$ cat config.mk
export PLATFORM = sky130hd
export DESIGN_NAME = fsp_flash_self_program_ctrl
export DESIGN_NICKNAME = d
export VERILOG_FILES = /design/src/verilog/fsp_pkg.sv /design/src/verilog/fsp_flash_self_program_ctrl.sv
export VERILOG_INCLUDE_DIRS = /design/src /design/src/verilog
export SDC_FILE = /design/constraint.sdc
export NUM_CORES = 1
export LEC_CHECK = 0
export BUFFER_PORTS_ARGS = -buffer_cell sky130_fd_sc_hd__buf_2
export CORE_MARGIN = 2
export CORE_UTILIZATION = 50
export CTS_BUF_LIST = sky130_fd_sc_hd__clkbuf_4 sky130_fd_sc_hd__clkbuf_8 sky130_fd_sc_hd__clkbuf_16
export DETAILED_ROUTE_END_ITERATION = 10
export PLACE_DENSITY = 0.76
export SYNTH_ARGS = -nofsm -noshare
export SYNTH_HDL_FRONTEND = slang
export SYNTH_SLANG_ARGS = --single-unit
export TNS_END_PERCENT = 10
$ cat constraint.sdc
create_clock -name clk -period 3.55 [get_ports clk]
set_input_delay 0.5325 -clock clk [delete_from_list [all_inputs] [get_ports clk]]
set_output_delay 0.5325 -clock clk [all_outputs]
set_load 0.05 [all_outputs]
$ cat src/verilog/fsp_map.svh
// Register offsets, field positions, reset values and timing counts
`ifndef FSP_MAP_SVH
`define FSP_MAP_SVH
`define FSP_CTRL_OFFSET 8'h37
`define FSP_CTRL_ADDR 12'h0DC
`define FSP_CTRL_RESET 8'h00
`define FSP_BIT_STORE_EN 0
`define FSP_BIT_ERASE 1
`define FSP_BIT_WRITE 2
`define FSP_BIT_FUSE_RD 3
`define FSP_BIT_CLR_BUF 4
`define FSP_BIT_SIG_RD 5
`define FSP_STATUS_ADDR 12'h100
`define FSP_STORE_WINDOW 3'h4
`define FSP_LOAD_WINDOW 3'h3
`define FSP_PROG_MIN_NS 3700000
`define FSP_PROG_MAX_NS 4500000
`define FSP_CLK_NS 25
`define FSP_PTR_LOCK 16'h0001
`define FSP_PTR_FUSE_LOW 16'h0000
`define FSP_PTR_FUSE_EXT 16'h0002
`define FSP_PTR_FUSE_HIGH 16'h0003
`endif

$ cat src/verilog/fsp_pkg.sv
// Types for the flash self-programming sequencer
package fsp_pkg;
  typedef enum logic [1:0] {
    FSP_IDLE = 2'b00,
    FSP_ARMED = 2'b01,
    FSP_PROG = 2'b10
  } fsp_state_t;
  typedef enum logic [1:0] {
    FSP_OP_LOAD = 2'b00,
    FSP_OP_ERASE = 2'b01,
    FSP_OP_WRITE = 2'b10
  } fsp_op_t;
endpackage : fsp_pkg
$ cat src/verilog/fsp_flash_self_program_ctrl.sv
// Flash self-programming sequencer with APB control/status access
//
// The APB register port is this design's own decision.
`timescale 1ns/1ps
`include "fsp_map.svh"
module fsp_flash_self_program_ctrl
  import fsp_pkg::*;
#(
  parameter int WORD_BITS = 5,
  parameter int SIG_DEPTH = 4,
  parameter int PROG_CYCLES = (`FSP_PROG_MIN_NS + `FSP_CLK_NS - 1) / `FSP_CLK_NS,
  parameter logic [7:0] FUSE_LOW = 8'h62,
  parameter logic [7:0] FUSE_HIGH = 8'hDF,
  parameter logic [7:0] FUSE_EXT = 8'hFF,
  parameter logic [7:0] LOCK_BITS = 8'hFF,
  parameter logic [7:0] SIG_SEED = 8'h5A // Arbitrary signature seed
)(
  input wire logic clk, // System clock, 40 MHz
  input wire logic arst_n, // Asynchronous reset, active low
  input wire logic psel, // APB select
  input wire logic penable, // APB access phase
  input wire logic pwrite, // APB direction
  input wire logic [11:0] paddr, // APB byte address
  input wire logic [31:0] pwdata, // APB write data
  output logic [31:0] prdata, // APB read data
  output logic pready, // APB ready
  output logic pslverr, // APB error on unmapped address
  input wire logic storeInstr, // Store program instruction strobe
  input wire logic loadInstr, // Load program instruction strobe
  input wire logic [15:0] pointer, // Address pointer
  input wire logic [15:0] dataPair, // Word data for page load
  input wire logic eepromWriteBusy, // EEPROM write in progress
  input wire logic selfprogFuse, // Self-program fuse, 0 = enabled
  output logic [7:0] loadData, // Load instruction result byte
  output logic loadValid, // Special load served, one cycle
  output logic cpuHalt, // Processor halt request
  output logic flashWe, // Flash page program pulse
  output logic flashErase, // Flash page erase pulse
  output logic [15-WORD_BITS:0] flashPage, // Page under program or erase
  output logic [16*(1<<WORD_BITS)-1:0] flashData // Page buffer contents
);
  localparam int NWORDS = 1 << WORD_BITS;
  localparam int PMAX = `FSP_PROG_MAX_NS / `FSP_CLK_NS;

  // ----------------------------------------------------------------
  // Registers and buffer
  // ----------------------------------------------------------------
  logic [5:0] ctrl;
  logic [2:0] winCnt;
  logic [22:0] progCnt;
  fsp_state_t state;
  fsp_op_t op;
  logic [15:0] pageBuf [NWORDS];
  logic [NWORDS-1:0] bufValid;

  function automatic logic [7:0] sig_byte(input logic [15:0] idx);
    sig_byte = SIG_SEED ^ idx[7:0];
  endfunction : sig_byte

  wire apbWr = psel && penable && pwrite;
  wire ctrlWr = apbWr && (paddr == `FSP_CTRL_ADDR) && !eepromWriteBusy;
  wire armed = state == FSP_ARMED;
  wire storeOk = armed && storeInstr && !selfprogFuse && winCnt != 3'h0;
  wire loadOk = armed && loadInstr && winCnt != 3'h0
                && (ctrl[`FSP_BIT_FUSE_RD] || ctrl[`FSP_BIT_SIG_RD]);
  wire progDone = state == FSP_PROG && progCnt == 23'h0;
  wire clrBuf = (ctrlWr && pwdata[`FSP_BIT_CLR_BUF])
                || (progDone && op == FSP_OP_WRITE)
                || (eepromWriteBusy && |bufValid);

  // ----------------------------------------------------------------
  // APB slave, zero wait states
  // ----------------------------------------------------------------
  always_ff @(posedge clk or negedge arst_n)
  begin
    if (!arst_n)
    begin
      prdata <= 32'h0000_0000;
      pready <= 1'b0;
      pslverr <= 1'b0;
    end
    else
    begin
      pready <= psel && !penable;
      pslverr <= 1'b0;
      prdata <= 32'h0000_0000;
      if (psel && !penable)
      begin
        if (paddr == `FSP_CTRL_ADDR)
          prdata <= {26'h0, ctrl};
        else if (paddr == `FSP_STATUS_ADDR)
          prdata <= {30'h0, state};
        else
          pslverr <= 1'b1;
      end
    end
  end

  // ----------------------------------------------------------------
  // Control register and sequencer
  // ----------------------------------------------------------------
  always_ff @(posedge clk or negedge arst_n)
  begin
    if (!arst_n)
    begin
      ctrl <= 6'h00;
      state <= FSP_IDLE;
      op <= FSP_OP_LOAD;
      winCnt <= 3'h0;
      progCnt <= 23'h0;
      cpuHalt <= 1'b0;
      flashPage <= '0;
    end
    else
    begin
      case (state)
        FSP_IDLE, FSP_ARMED:
        begin
          if (ctrlWr)
          begin
            ctrl <= {pwdata[5], 1'b0, pwdata[3:0]};
            winCnt <= pwdata[`FSP_BIT_FUSE_RD] || pwdata[`FSP_BIT_SIG_RD]
                      ? `FSP_LOAD_WINDOW : `FSP_STORE_WINDOW;
            state <= pwdata[`FSP_BIT_STORE_EN] ? FSP_ARMED : FSP_IDLE;
          end
          else if (loadOk)
          begin
            ctrl <= 6'h00;
            state <= FSP_IDLE;
          end
          else if (storeOk && (ctrl[`FSP_BIT_ERASE] || ctrl[`FSP_BIT_WRITE]))
          begin
            op <= ctrl[`FSP_BIT_WRITE] ? FSP_OP_WRITE : FSP_OP_ERASE;
            flashPage <= pointer[15:WORD_BITS];
            progCnt <= 23'(PROG_CYCLES - 1);
            cpuHalt <= 1'b1;
            state <= FSP_PROG;
          end
          else if (storeOk || (armed && winCnt == 3'h1))
          begin
            ctrl <= 6'h00;
            state <= FSP_IDLE;
          end
          else if (armed)
            winCnt <= winCnt - 3'h1;
        end
        FSP_PROG:
        begin
          if (progDone)
          begin
            ctrl <= 6'h00;
            cpuHalt <= 1'b0;
            state <= FSP_IDLE;
          end
          else
            progCnt <= progCnt - 23'h1;
        end
        default: state <= FSP_IDLE;
      endcase
    end
  end

  // ----------------------------------------------------------------
  // Page buffer
  // ----------------------------------------------------------------
  // Buffer words are not reset individually; the valid mask makes them read as erased.
  always_ff @(posedge clk)
  begin
    if (storeOk && ctrl[3:1] == 3'b000)
      pageBuf[pointer[WORD_BITS:1]] <= dataPair;
  end

  always_ff @(posedge clk or negedge arst_n)
  begin
    if (!arst_n)
      bufValid <= '0;
    else if (clrBuf)
      bufValid <= '0;
    else if (storeOk && ctrl[3:1] == 3'b000)
      bufValid[pointer[WORD_BITS:1]] <= 1'b1;
  end

  always_ff @(posedge clk or negedge arst_n)
  begin
    if (!arst_n)
    begin
      flashWe <= 1'b0;
      flashErase <= 1'b0;
      flashData <= '0;
    end
    else
    begin
      flashWe <= progDone && op == FSP_OP_WRITE;
      flashErase <= progDone && op == FSP_OP_ERASE;
      for (int i = 0; i < NWORDS; i++)
        flashData[16*i +: 16] <= bufValid[i] ? pageBuf[i] : 16'hFFFF;
    end
  end

  // ----------------------------------------------------------------
  // Load instruction results
  // ----------------------------------------------------------------
  always_ff @(posedge clk or negedge arst_n)
  begin
    if (!arst_n)
    begin
      loadData <= 8'h00;
      loadValid <= 1'b0;
    end
    else
    begin
      loadValid <= loadOk;
      if (loadOk && ctrl[`FSP_BIT_SIG_RD])
        loadData <= sig_byte(pointer);
      else if (loadOk)
      begin
        // Stored fuse values are already active-low: programmed reads zero
        if (pointer == `FSP_PTR_LOCK)
          loadData <= LOCK_BITS;
        else if (pointer == `FSP_PTR_FUSE_LOW)
          loadData <= FUSE_LOW;
        else if (pointer == `FSP_PTR_FUSE_EXT)
          loadData <= FUSE_EXT;
        else if (pointer == `FSP_PTR_FUSE_HIGH)
          loadData <= FUSE_HIGH;
        else
          loadData <= 8'hFF;
      end
    end
  end

  // ----------------------------------------------------------------
  // Assertions
  // ----------------------------------------------------------------
  a_halt_during_prog: assert property (@(posedge clk) disable iff (!arst_n)
    state == FSP_PROG |-> cpuHalt) else $error("cpu not halted");
  a_window_expiry: assert property (@(posedge clk) disable iff (!arst_n)
    $rose(armed) && !storeInstr && !loadInstr && !ctrlWr
    ##1 (!storeInstr && !loadInstr && !ctrlWr) [*3] |=> !armed)
    else $error("window overrun");
  a_prog_length: assert property (@(posedge clk) disable iff (!arst_n)
    $rose(cpuHalt) |-> cpuHalt [*8]) else $error("program too short");
  a_prog_bound: assert property (@(posedge clk) disable iff (!arst_n)
    progCnt <= 23'(PMAX)) else $error("program too long");
  a_eeprom_block: assert property (@(posedge clk) disable iff (!arst_n)
    eepromWriteBusy && apbWr && state == FSP_IDLE |=> state == FSP_IDLE)
    else $error("armed under eeprom");
  a_clear_buf: assert property (@(posedge clk) disable iff (!arst_n)
    clrBuf |=> bufValid == '0) else $error("buffer not cleared");
  a_fuse_gate: assert property (@(posedge clk) disable iff (!arst_n)
    storeInstr && selfprogFuse |=> !cpuHalt || $past(cpuHalt))
    else $error("store ran with fuse off");
  a_read_clears: assert property (@(posedge clk) disable iff (!arst_n)
    loadOk |=> ctrl == 6'h00 && loadValid) else $error("read not cleared");
  a_write_pulse: assert property (@(posedge clk) disable iff (!arst_n)
    progDone && op == FSP_OP_WRITE |=> flashWe && !cpuHalt)
    else $error("write not finished");
  c_page_write: cover property (@(posedge clk) flashWe);
  c_page_erase: cover property (@(posedge clk) flashErase);
  c_fuse_read: cover property (@(posedge clk) loadValid && !ctrl[5]);
  c_timeout: cover property (@(posedge clk) armed && winCnt == 3'h1 && !storeInstr);
endmodule : fsp_flash_self_program_ctrl

==> results of run 1 <==
==> metrics by stage <==
stage / hold slack (ps) / cells / utilization [%] / total power [mW]
finish: 100.5 / 3834 / 62.01 / 25.78
CTS: 46.71 / 3831 / 62.00 / 25.96
floorplan: 236.9 / 2093 / - / 14.08
global route: 81.65 / 3831 / 62.00 / 26.52
global placement: 411.1 / 3639 / 56.85 / 14.48
detailed placement: 413.1 / 3639 / 56.85 / 14.50
==> how the worst max path moves through the flow <==
stage	from	to	slack, ps	depth (start not counted)
3_3_place_gp	bufValid[15]$_DFFE_PN0P_	bufValid[28]$_DFFE_PN0P_	420	5
5_1_grt	bufValid[15]$_DFFE_PN0P_	bufValid[28]$_DFFE_PN0P_	230	5
4_1_cts	bufValid[15]$_DFFE_PN0P_	bufValid[28]$_DFFE_PN0P_	370	5
6_report	progCnt[0]$_DFFE_PN0P_	bufValid[28]$_DFFE_PN0P_	400	7
3_5_place_dp	bufValid[15]$_DFFE_PN0P_	bufValid[28]$_DFFE_PN0P_	400	5
2_1_floorplan	winCnt[0]$_DFFE_PN0P_	pageBuf[19][0]$_DFFE_PP_	160	6
==> cell usage after synthesis (all sizes together), types with 9 or more instances <==
| cell | instances |
|---|---|
| nor2b | 10 |
| buf | 31 |
| nor3 | 11 |
| clkbuf | 41 |
| inv | 9 |
| nand2b | 523 |
| or4 | 9 |
| edfxtp | 512 |
| nand3 | 11 |
| dfrtp | 609 |
| a21oi | 12 |
| o31ai | 9 |
| nor4 | 17 |
| nand2 | 59 |
| o21ai | 13 |
| nor2 | 106 |
==> tightest hold or removal path: cells and delay by family <==
kind | cells | cell delay (ps)
buf+inv | 1 | 90
simple gates | 2 | 90
==> metal layers <==
layer  share of wire [%]  routed length, um
met1                  38              34890
met2                  51              46030
met3                 7.3               6644
met4                 3.5               3167
met5                   0                  0
==> flip-flops by register name, summed over array words and instances (netlist names), 2 cells and up <==
signal / flops
loadData: 8
prdata: 5
bufValid: 32
op: 2
flashPage: 11
state: 2
pageBuf: 512
flashData: 512
winCnt: 3
progCnt: 23
ctrl: 5
==> report_power, final <==
part	leakage [nW]	internal (mW)	switching (mW)	total (mW)
Sequential	10.3	13.6	0.0415	13.7
Clock	1.84	6.84	4.71	11.6
Combinational	3.23	0.0939	0.470	0.564
Total	15.4	20.6	5.22	25.8
==> layout make-up <==
type	instances	area share, %
inverter	10	0.08453
multi-input combinational	890	11.89
clock inverter	38	1.192
clock buffer	153	7.098
timing repair buffer	669	8.098
tap	950	2.677
antenna	3	0.01691
sequential	1121	68.94
==> cells in the final DEF, fill, tap and decap left out, types with 5 or more instances in the layout <==
| cell type | Yosys | final |
|---|---|---|
| o21ai_0 | 11 | 11 |
| dfrtp_1 | 609 | 609 |
| nand4_1 | 8 | 8 |
| o31ai_1 | 9 | 9 |
| nor2_1 | 106 | 95 |
| nor3_1 | 11 | 7 |
| nand3_1 | 10 | 10 |
| inv_1 | 9 | 9 |
| or4_1 | 5 | 5 |
| nor2b_1 | 10 | 10 |
| clkbuf_8 | 0 | 29 |
| a22o_1 | 5 | 5 |
| conb_1 | 1 | 27 |
| clkbuf_4 | 0 | 20 |
| clkinv_2 | 0 | 15 |
| bufinv_16 | 0 | 9 |
| nor4_1 | 17 | 17 |
| nor2_2 | 0 | 11 |
| buf_2 | 1 | 599 |
| edfxtp_1 | 512 | 512 |
| or2_2 | 5 | 5 |
| clkbuf_16 | 0 | 104 |
| o211ai_1 | 8 | 8 |
| buf_12 | 0 | 5 |
| clkinv_1 | 1 | 5 |
| buf_4 | 27 | 63 |
| nand2_1 | 59 | 59 |
| a21oi_1 | 12 | 12 |
| and3_1 | 5 | 5 |
| nand2b_1 | 523 | 523 |
| or3_1 | 8 | 8 |
==> logic make-up (layout without fill, tap and decap cells) <==
kind of cell             Yosys count  after routing  share of synthesized area [%]
adder cells (fa/ha/maj)            4              4                         0.1383
AND/OR/NAND/NOR                  787            787                          12.60
flip-flops                      1121           1121                          84.61
XOR/XNOR                           3              3                        0.07263
multiplexers                       5              5                         0.1418
other                              1             30                        0.01036
buffers and inverters             82            870                          1.196
AO/OA/AOI/OAI                     64             64                          1.234
==> timing repair <==
action / 4_1_cts / 5_1_grt
hold buffers: 1 / 0
endpoints found under the setup margin: 0 / 0
hold endpoints to repair: 61 / 0
==> results.md, run 1 <==
* Reg2Reg Setup Slack at around 400 ps
* Layout cells sized above 1 at between 30% and 40%
* DR vias/cell at 5.113
* Sum Neg Setup Slack at 0 ps
* Setup bufs post-CTS at 0
* GP Congestion at roughly 0.9
* Cell taking the most area after synthesis: edfxtp_1
* Worst flop-to-flop path startpoint: progCnt[0]$_DFFE_PN0P_
* Final setup margin at 404.2 ps
* P per Cell Area at between 500 and 600 nW/um^2
* Starting Density at 50.53%
* Initial antenna violation count at 1
* Seq cells post-synth at between 1000 and 1500
* Mean area per synthesized cell at roughly 18 sq um
* Area growth from synthesis to layout at 22.73%
* Fmax at 317.9 MHz
* Flip-flop and latch area at between 30000 and 40000 sq um
* Initial drt markers at approximately 1600
* Post-synthesis cell type count at 54
* Filler Cell Count at between 5000 and 6000
* Register area share after synthesis at a little over four fifths
* Routed len/inst at 23.67 um
* Maximum clock insertion buffer count at 3
* CTS buffer count at 102
* DRT Wirelength at roughly 90000 um
* Placed cell areas at ~40000 sq um
* Outcome: completed
* Max VDD drop at slightly below 0.0004 V
* Cell count after synthesis at 2067
* Least-Margin Pin Slew at roughly 1200 ps
* Synth top area share at a little over two fifths
* CP Cell Sequence: inv_1 -> ha_1 -> or3b_2 -> or4_1 -> or4_4 -> nand3_4 -> o21ba_1
* Slew HR at approximately 17%
* H-Tree Depth at 3
* Hold Startpoint: pointer[10]
* RSZ-0062 raised after global routing: no
* Period utilization at slightly below 90%
* Worst Setup Start Kind: flip-flop
* Synth Flop Type: dfrtp_1
* PortBufs at 600
* Vias in the first global route at between 15000 and 20000
* Worst hold path type: in2reg
* Slowest cell on crit path: or4_1
* # rows at 98
* Die X at 273.0 um
* Grt total ovfl at 0
* Leakage at 15.41 nW
* Hold Path Cell Cnt at 3
* Number of gates resized after CTS at 0
* Post-DRT Antenna Nets at 0
* DIE AREA at between 70000 and 80000 sq um
* Slew Viols, Final at 0
* Asr flop ratio synth at ~54%
* Clock-pin slew on the worst setup and hold paths at 60 ps
* Setup-failing EPs final at 0
* First drt pass iteration count at 5
* Chip height at between 200 and 300 um
* Clock Skew at about 31 ps
* Hold Path End: flashPage[5]$_DFFE_PN0P_
* Total core area at a little over 70000 sq um
* Syn. warnings at 0
* WP data required at around 4100 ps
* Cell family with most CP delay: simple AND/OR/NAND/NOR gates
* Root Buffer: clkbuf_16
* Final Cell Area at about 44000 sq um
* Placed wire-length estimate at ~56000 um
* Place WS at approximately 400 ps
* Maximum capacitance violations at 0
* CTS tree: yes
* Area taken by multi-input logic gates at 5281 sq um
* I/O pin count at between 600 and 700
* First-pass GRT wire length at between 100000 and 150000 um
* Slowest stage delay, CP at around 700 ps
* Met3 Use GR at between 4 and 5%
* CP endpoint kind: flip-flop
* Worst-path fanout max at 32
* Busiest grt layer: met2
* Clock Sinks at between 1000 and 1500
* GRT met1 Usage at 31.62%
* WS Path Type: reg2reg
* Met2 usage at around two fifths
* Clock latency on the worst-skew pair at around 650 ps
* Fin. Hold Viols at 0
* CP Data Arrival Time at approximately 3700 ps
* Largest net degree at the start of global routing at about 110
* Worst-case reg-to-reg path depth at 7
* EDFF count, synth at around 510
* Total number of vias at ~20000
* DRC at 0
* RR Endpoint: bufValid[28]$_DFFE_PN0P_
* Nets at 2883
* Final worst path period need at between 3000 and 4000 ps
* Top cells by area, synth: edfxtp_1 (42%), dfrtp_1 (42%), nand2b_1 (9.0%), nor2_1 (1.1%), nand2_1 (0.61%)
* Total GRT Usage at 24.37%
* Crit path buf inv count at 1
* Post-Syn Area at 36180 sq um
Note: power is estimated with default switching activity, not from simulation.
==> run 2, diff against run 1 <==
--- a/config.mk
+++ b/config.mk
@@ -11,7 +11,7 @@
 export CORE_UTILIZATION = 50
 export CTS_BUF_LIST = sky130_fd_sc_hd__clkbuf_4 sky130_fd_sc_hd__clkbuf_8 sky130_fd_sc_hd__clkbuf_16
 export DETAILED_ROUTE_END_ITERATION = 10
-export PLACE_DENSITY = 0.76
+export PLACE_DENSITY_LB_ADDON = 0.15
 export SYNTH_ARGS = -nofsm -noshare
 export SYNTH_HDL_FRONTEND = slang
 export SYNTH_SLANG_ARGS = --single-unit
==> constraint.sdc (replaced) <==
create_clock -name clk -period 2.7 [get_ports clk]
set_input_delay 0.405 -clock clk [delete_from_list [all_inputs] [get_ports clk]]
set_output_delay 0.405 -clock clk [all_outputs]
set_load 0.05 [all_outputs]
==> run 2 against run 1 <==
Against the previous run:
- sequential power increased by 31%
- register-to-register slack got worse by 330 ps
- clock power increased by 34%
- total power increased by 33%
- largest cell class unchanged
- via count decreased by 0.37%
- non-clock buffer count increased by 74
- flip-flop and latch count unchanged
- cell count increased by 2.2%
- largest power group unchanged
- combinational power increased by 44%
- first-iteration DRC count decreased by 5.2%
- sequential share of layout area decreased by 1.2 points
- maximum frequency increased by 20%
==> results.md, run 2 (same netlist as run 1, synthesis figures left out) <==
* DRC at 0
* Final Cell Area at around 45000 sq um
* Maximum capacitance violations at 0
* Most common cell after layout, fill and taps aside: dfrtp_1
* Grt total ovfl at 0
* I/O pin count at 654
* Final worst path period need at approximately 2600 ps
* Placed cell areas at roughly 41000 sq um
* Place WS at around 80 ps
* RSZ-0062 raised after global routing: yes
* Initial drt markers at 1500
* DRT Wirelength at 92250 um
* Setup-failing EPs final at 0
* Clock-pin slew on the worst setup and hold paths at roughly 60 ps
* Setup bufs post-CTS at 0
* Total GRT Usage at between 20 and 25%
* Root Buffer: clkbuf_16
* P per Cell Area at between 700 and 800 nW/um^2
* Most frequent cells in the layout: dfrtp_1 (609), buf_2 (599), nand2b_1 (523), edfxtp_1 (512)
* Chip height at around 270 um
* Worst-path fanout max at 15
* Clock latency on the worst-skew pair at around 660 ps
* Clock Sinks at approximately 1100
* GP Congestion at 0.8747
* Leakage at 15.88 nW
* WS Path Type: reg2reg
* Layout cells sized above 1 at between 30% and 40%
* DIE AREA at roughly 75000 sq um
* DR vias/cell at 4.986
* Routed len/inst at between 20 and 25 um
* Maximum clock insertion buffer count at 3
* Nets at 2961
* Max VDD drop at slightly below 0.0006 V
* Worst Setup Start Kind: flip-flop
* Post-DRT Antenna Nets at 0
* Largest net degree at the start of global routing at 105
* Period utilization at 97.43%
* Total core area at ~70000 sq um
* Total number of vias at a little under 20000
* CP Data Arrival Time at 3160 ps
* Reg2Reg Setup Slack at between 60 and 70 ps
* Starting Density at roughly half
* First drt pass iteration count at 5
* Final setup margin at around 70 ps
* Area growth from synthesis to layout at 24.99%
* Worst hold path type: in2reg
* Least-Margin Pin Slew at about 800 ps
* H-Tree Depth at 3
* Outcome: completed
* PortBufs at 600
* Die X at between 200 and 300 um
* WP data required at 3230 ps
* CTS tree: yes
* Fmax at 380.1 MHz
* CP endpoint kind: flip-flop
* Slew HR at 44.84%
* Initial antenna violation count at 5
* First-pass GRT wire length at roughly 130000 um
* Fin. Hold Viols at 0
* Vias in the first global route at about 20000
* Placed wire-length estimate at ~61000 um
* Clock Skew at roughly 21 ps
* Sum Neg Setup Slack at 0 ps
* Slew Viols, Final at 0
* # rows at about 100
* CTS buffer count at between 100 and 150
run 2: cell types whose count changed in the layout (fill, tap and decap cells not counted), moves of 7 or more:
cell,before,now
clkbuf_16,104,113
clkbuf_4,20,32
buf_12,5,12
clkbuf_8,29,22
dlygate4sd3_1,1,18
buf_4,63,113
run 2: through the flow:
step                      utilization, %  total power, mW  std cells  hold WS [ps]
after global routing               63.15            35.35       3916         59.12
final                              63.16            34.26       3917         84.95
after floorplan                        -            18.52       2093         109.4
after global placement             57.57            19.08       3696         393.0
after detailed placement           57.57            19.10       3696         396.5
after CTS                          63.12            34.55       3916         36.74
run 2: worst paths after layout:
check / to / cells past startpoint / from
min: loadData[0]$_DFFE_PN0P_ / 3 / pointer[0]
min reg2reg: flashData[248]$_DFF_PN0_ / 1 / pageBuf[15][8]$_DFFE_PP_
max: bufValid[16]$_DFFE_PN0P_ / 8 / progCnt[0]$_DFFE_PN0P_
max reg2reg: bufValid[16]$_DFFE_PN0P_ / 8 / progCnt[0]$_DFFE_PN0P_
min in group asynchronous: flashData[40]$_DFF_PN0_ / 2 / arst_n
max in group asynchronous: flashData[92]$_DFF_PN0_ / 3 / arst_n
run 2: what timing repair did:
item,in CTS,in global routing
hold buffers,18,0
resized for setup,0,5
hold endpoints to repair,51,0
setup endpoints to repair,0,31
run 2: layer usage:
layer	global-route usage (%)	vias to the layer above	routed length [um]
met5	0	-	0
met4	8.700	0	2694
met3	4.024	131	4996
met2	42.40	710	47450
met1	32.84	10080	37110
li1	-	8614	-
run 2: worst max-delay path, cell delays in order (launching register included):
cell and delay (ps):
dfrtp_1 380, inv_1 90, ha_1 160, or3b_2 470, or4_4 530, or4_4 520, nand3_4 130, buf_12 160
nor2_1 60
run 2: final cells by class:
type,count,area (sq um)
Tap cell,950,1189
Clock buffer,167,3371
Multi-Input combinational cell,890,5310
Antenna cell,1,2.502
Fill cell,5218,26380
Timing Repair Buffer,743,4282
Clock inverter,35,419.2
Sequential cell,1121,30610
Inverter,10,37.54
run 2: where the power goes:
group | leakage, nW | switching [mW] | internal, mW
Sequential | 10.3 | 0.0523 | 17.9
Combinational | 3.62 | 0.636 | 0.173
Clock | 1.91 | 6.12 | 9.37
==> run 3, diff against run 2 <==
--- a/config.mk
+++ b/config.mk
@@ -7,8 +7,10 @@
 export NUM_CORES = 1
 export LEC_CHECK = 0
 export BUFFER_PORTS_ARGS = -buffer_cell sky130_fd_sc_hd__buf_2
+export CELL_PAD_IN_SITES_DETAIL_PLACEMENT = 0
+export CELL_PAD_IN_SITES_GLOBAL_PLACEMENT = 1
 export CORE_MARGIN = 2
-export CORE_UTILIZATION = 50
+export CORE_UTILIZATION = 42
 export CTS_BUF_LIST = sky130_fd_sc_hd__clkbuf_4 sky130_fd_sc_hd__clkbuf_8 sky130_fd_sc_hd__clkbuf_16
 export DETAILED_ROUTE_END_ITERATION = 10
 export PLACE_DENSITY_LB_ADDON = 0.15
==> run 3 against run 2 <==
Against the previous run:
- core utilization fell by 9.3 points
- first-iteration DRC count fell by 13%
- largest cell class unchanged
- final area rose by 1.5%
- register-to-register slack improved by 30 ps
- highest routed layer unchanged
==> results.md, run 3 (same netlist as run 1, synthesis figures left out) <==
* Outcome: completed
* Setup-failing EPs final at 0
* I/O pin count at roughly 650
* Placed cell areas at 41720 sq um
* Initial antenna violation count at 5
* Vias in the first global route at roughly 20000
* Sequential power share at roughly 52%
* Total core area at 85280 sq um
* Least-Margin Pin Slew at between 800 and 900 ps
* Die X at between 200 and 300 um
* CP endpoint kind: flip-flop
* First-pass GRT wire length at between 100000 and 150000 um
* Fin. Hold Viols at 0
* Placed wire-length estimate at approximately 64000 um
* Root Buffer: clkbuf_16
* CP Data Arrival Time at 3130 ps
* Area taken by multi-input logic gates at approximately 5300 sq um
* Nets at about 3000
* Post-DRT Antenna Nets at 0
* Internal at around 28 mW
* Worst Setup Start Kind: flip-flop
* Grt total ovfl at 0
* RSZ-0062 raised after global routing: no
* Chip height at roughly 300 um
* Worst hold path type: in2reg
* WP data required at between 3000 and 4000 ps
* Most common cell after layout, fill and taps aside: dfrtp_1
* DRC at 0
* Final Cell Area at approximately 46000 sq um
* Worst-path fanout max at 8
* # diodes at 0
* CTS tree: yes
* Period utilization at about 96%
* First drt pass iteration count at 6
* Area growth from synthesis to layout at 26.84%
* Final setup margin at 102.7 ps
* Maximum clock insertion buffer count at 3
* Leakage at around 16 nW
* PortBufs at 600
* Flip-flop and latch area at around 31000 sq um
* Final worst path period need at 2597 ps
* Slew HR at approximately 45%
* Clock-pin slew on the worst setup and hold paths at around 70 ps
* GP Congestion at ~0.83
* DIE AREA at around 89000 sq um
* Maximum capacitance violations at 0
* Dpl cells at 3910
* Comb pwr share at ~2.5%
* Slew Viols, Final at 0
* Initial drt markers at approximately 1300
* Layout cells sized above 1 at 33.04%
* Switching share of power at between 20% and 30%
* Filler Cell Count at slightly below 7000
* Largest net degree at the start of global routing at a little over 50
* WS Path Type: reg2reg
* # rows at around 110
* P per Cell Area at 755.1 nW/um^2
* Total number of vias at ~19000
* Routed len/inst at ~24 um
* Max VDD drop at about 0.0006 V
* Clock latency on the worst-skew pair at 670 ps
* Place WS at -76.90 ps
* CTS buffer count at about 110
* Clock Skew at about 36 ps
* DRT Wirelength at just under 100000 um
* Fmax at about 390 MHz
* Final Non-Filler Cells at slightly above 4000
* H-Tree Depth at 3
* Starting Density at between 40 and 50%
* Clock Sinks at between 1000 and 1500
* Hold Slack at between 40 and 50 ps
* DR vias/cell at around 4.7
* Most frequent cells in the layout: dfrtp_1 (609), buf_2 (599), nand2b_1 (523), edfxtp_1 (512), buf_4 (127)
* Clk pwr share at 45.6%
* Total GRT Usage at 22.07%
* Switching power at 7.108 mW
-- run 3: critical path: stages, from the launching register on --
cell,delay (ps)
dfrtp_1,410
or4_4,560
or4_1,510
or4_4,570
nand3_4,140
buf_6,120
buf_12,110
nor2_1,50
-- run 3: layer usage --
layer  vias to the layer above  track usage, %  routed length [um]  share of wire (%)
met4                         0           6.758                2527                2.6
met2                       647           38.08               49770                 51
met3                       134           4.273                5628                5.8
met5                         -               0                   0                  0
met1                      9994           28.26               39520                 41
li1                       8669               -                   -                  -
-- run 3: final timing paths --
kind | slack [ps] | startpoint | end | depth (start not counted)
min in group asynchronous | 270 | arst_n | flashData[44]$_DFF_PN0_ | 2
worst max-delay path | 100 | progCnt[5]$_DFFE_PN0P_ | bufValid[21]$_DFFE_PN0P_ | 7
worst min register to register | 400 | pageBuf[22][4]$_DFFE_PP_ | flashData[356]$_DFF_PN0_ | 1
worst max register to register | 100 | progCnt[5]$_DFFE_PN0P_ | bufValid[21]$_DFFE_PN0P_ | 7
max in group asynchronous | 1440 | arst_n | flashData[329]$_DFF_PN0_ | 4
worst min-delay path | 40 | pointer[2] | loadData[2]$_DFFE_PN0P_ | 3
-- run 3: through the flow --
step / total power [mW] / util (%) / TNS (ps)
2_1_floorplan: 18.52 / - / -2234
3_3_place_gp: 19.15 / 48.92 / -745.2
3_5_place_dp: 19.17 / 48.92 / -2034
4_1_cts: 34.99 / 53.77 / 0
5_1_grt: 35.75 / 53.82 / 0
6_report: 34.66 / 53.82 / 0
-- run 3: cell type report --
class,instances,area share [%]
timing repair buffer,768,10.02
sequential,1121,66.70
multi-input combinational,890,11.65
clock buffer,156,7.200
tap,1144,3.119
inverter,10,0.08178
clock inverter,48,1.235
-- run 3: power by group through the flow --
stage	Sequential, mW	Clock [mW]	Combinational, mW
floorplan	18.3	0	0.223
global placement	18.3	0	0.854
detailed placement	18.3	0	0.876
CTS	18.0	16.1	0.900
global route	18.0	16.8	0.965
finish	18.0	15.8	0.883
-- run 3: what timing repair did --
item	4_1_cts	5_1_grt
endpoints found under the setup margin	43	44
hold endpoints to repair	59	0
setup buffers	5	0
cloned	1	0
resized for setup	6	8
hold buffers	18	0
pin swaps	1	1
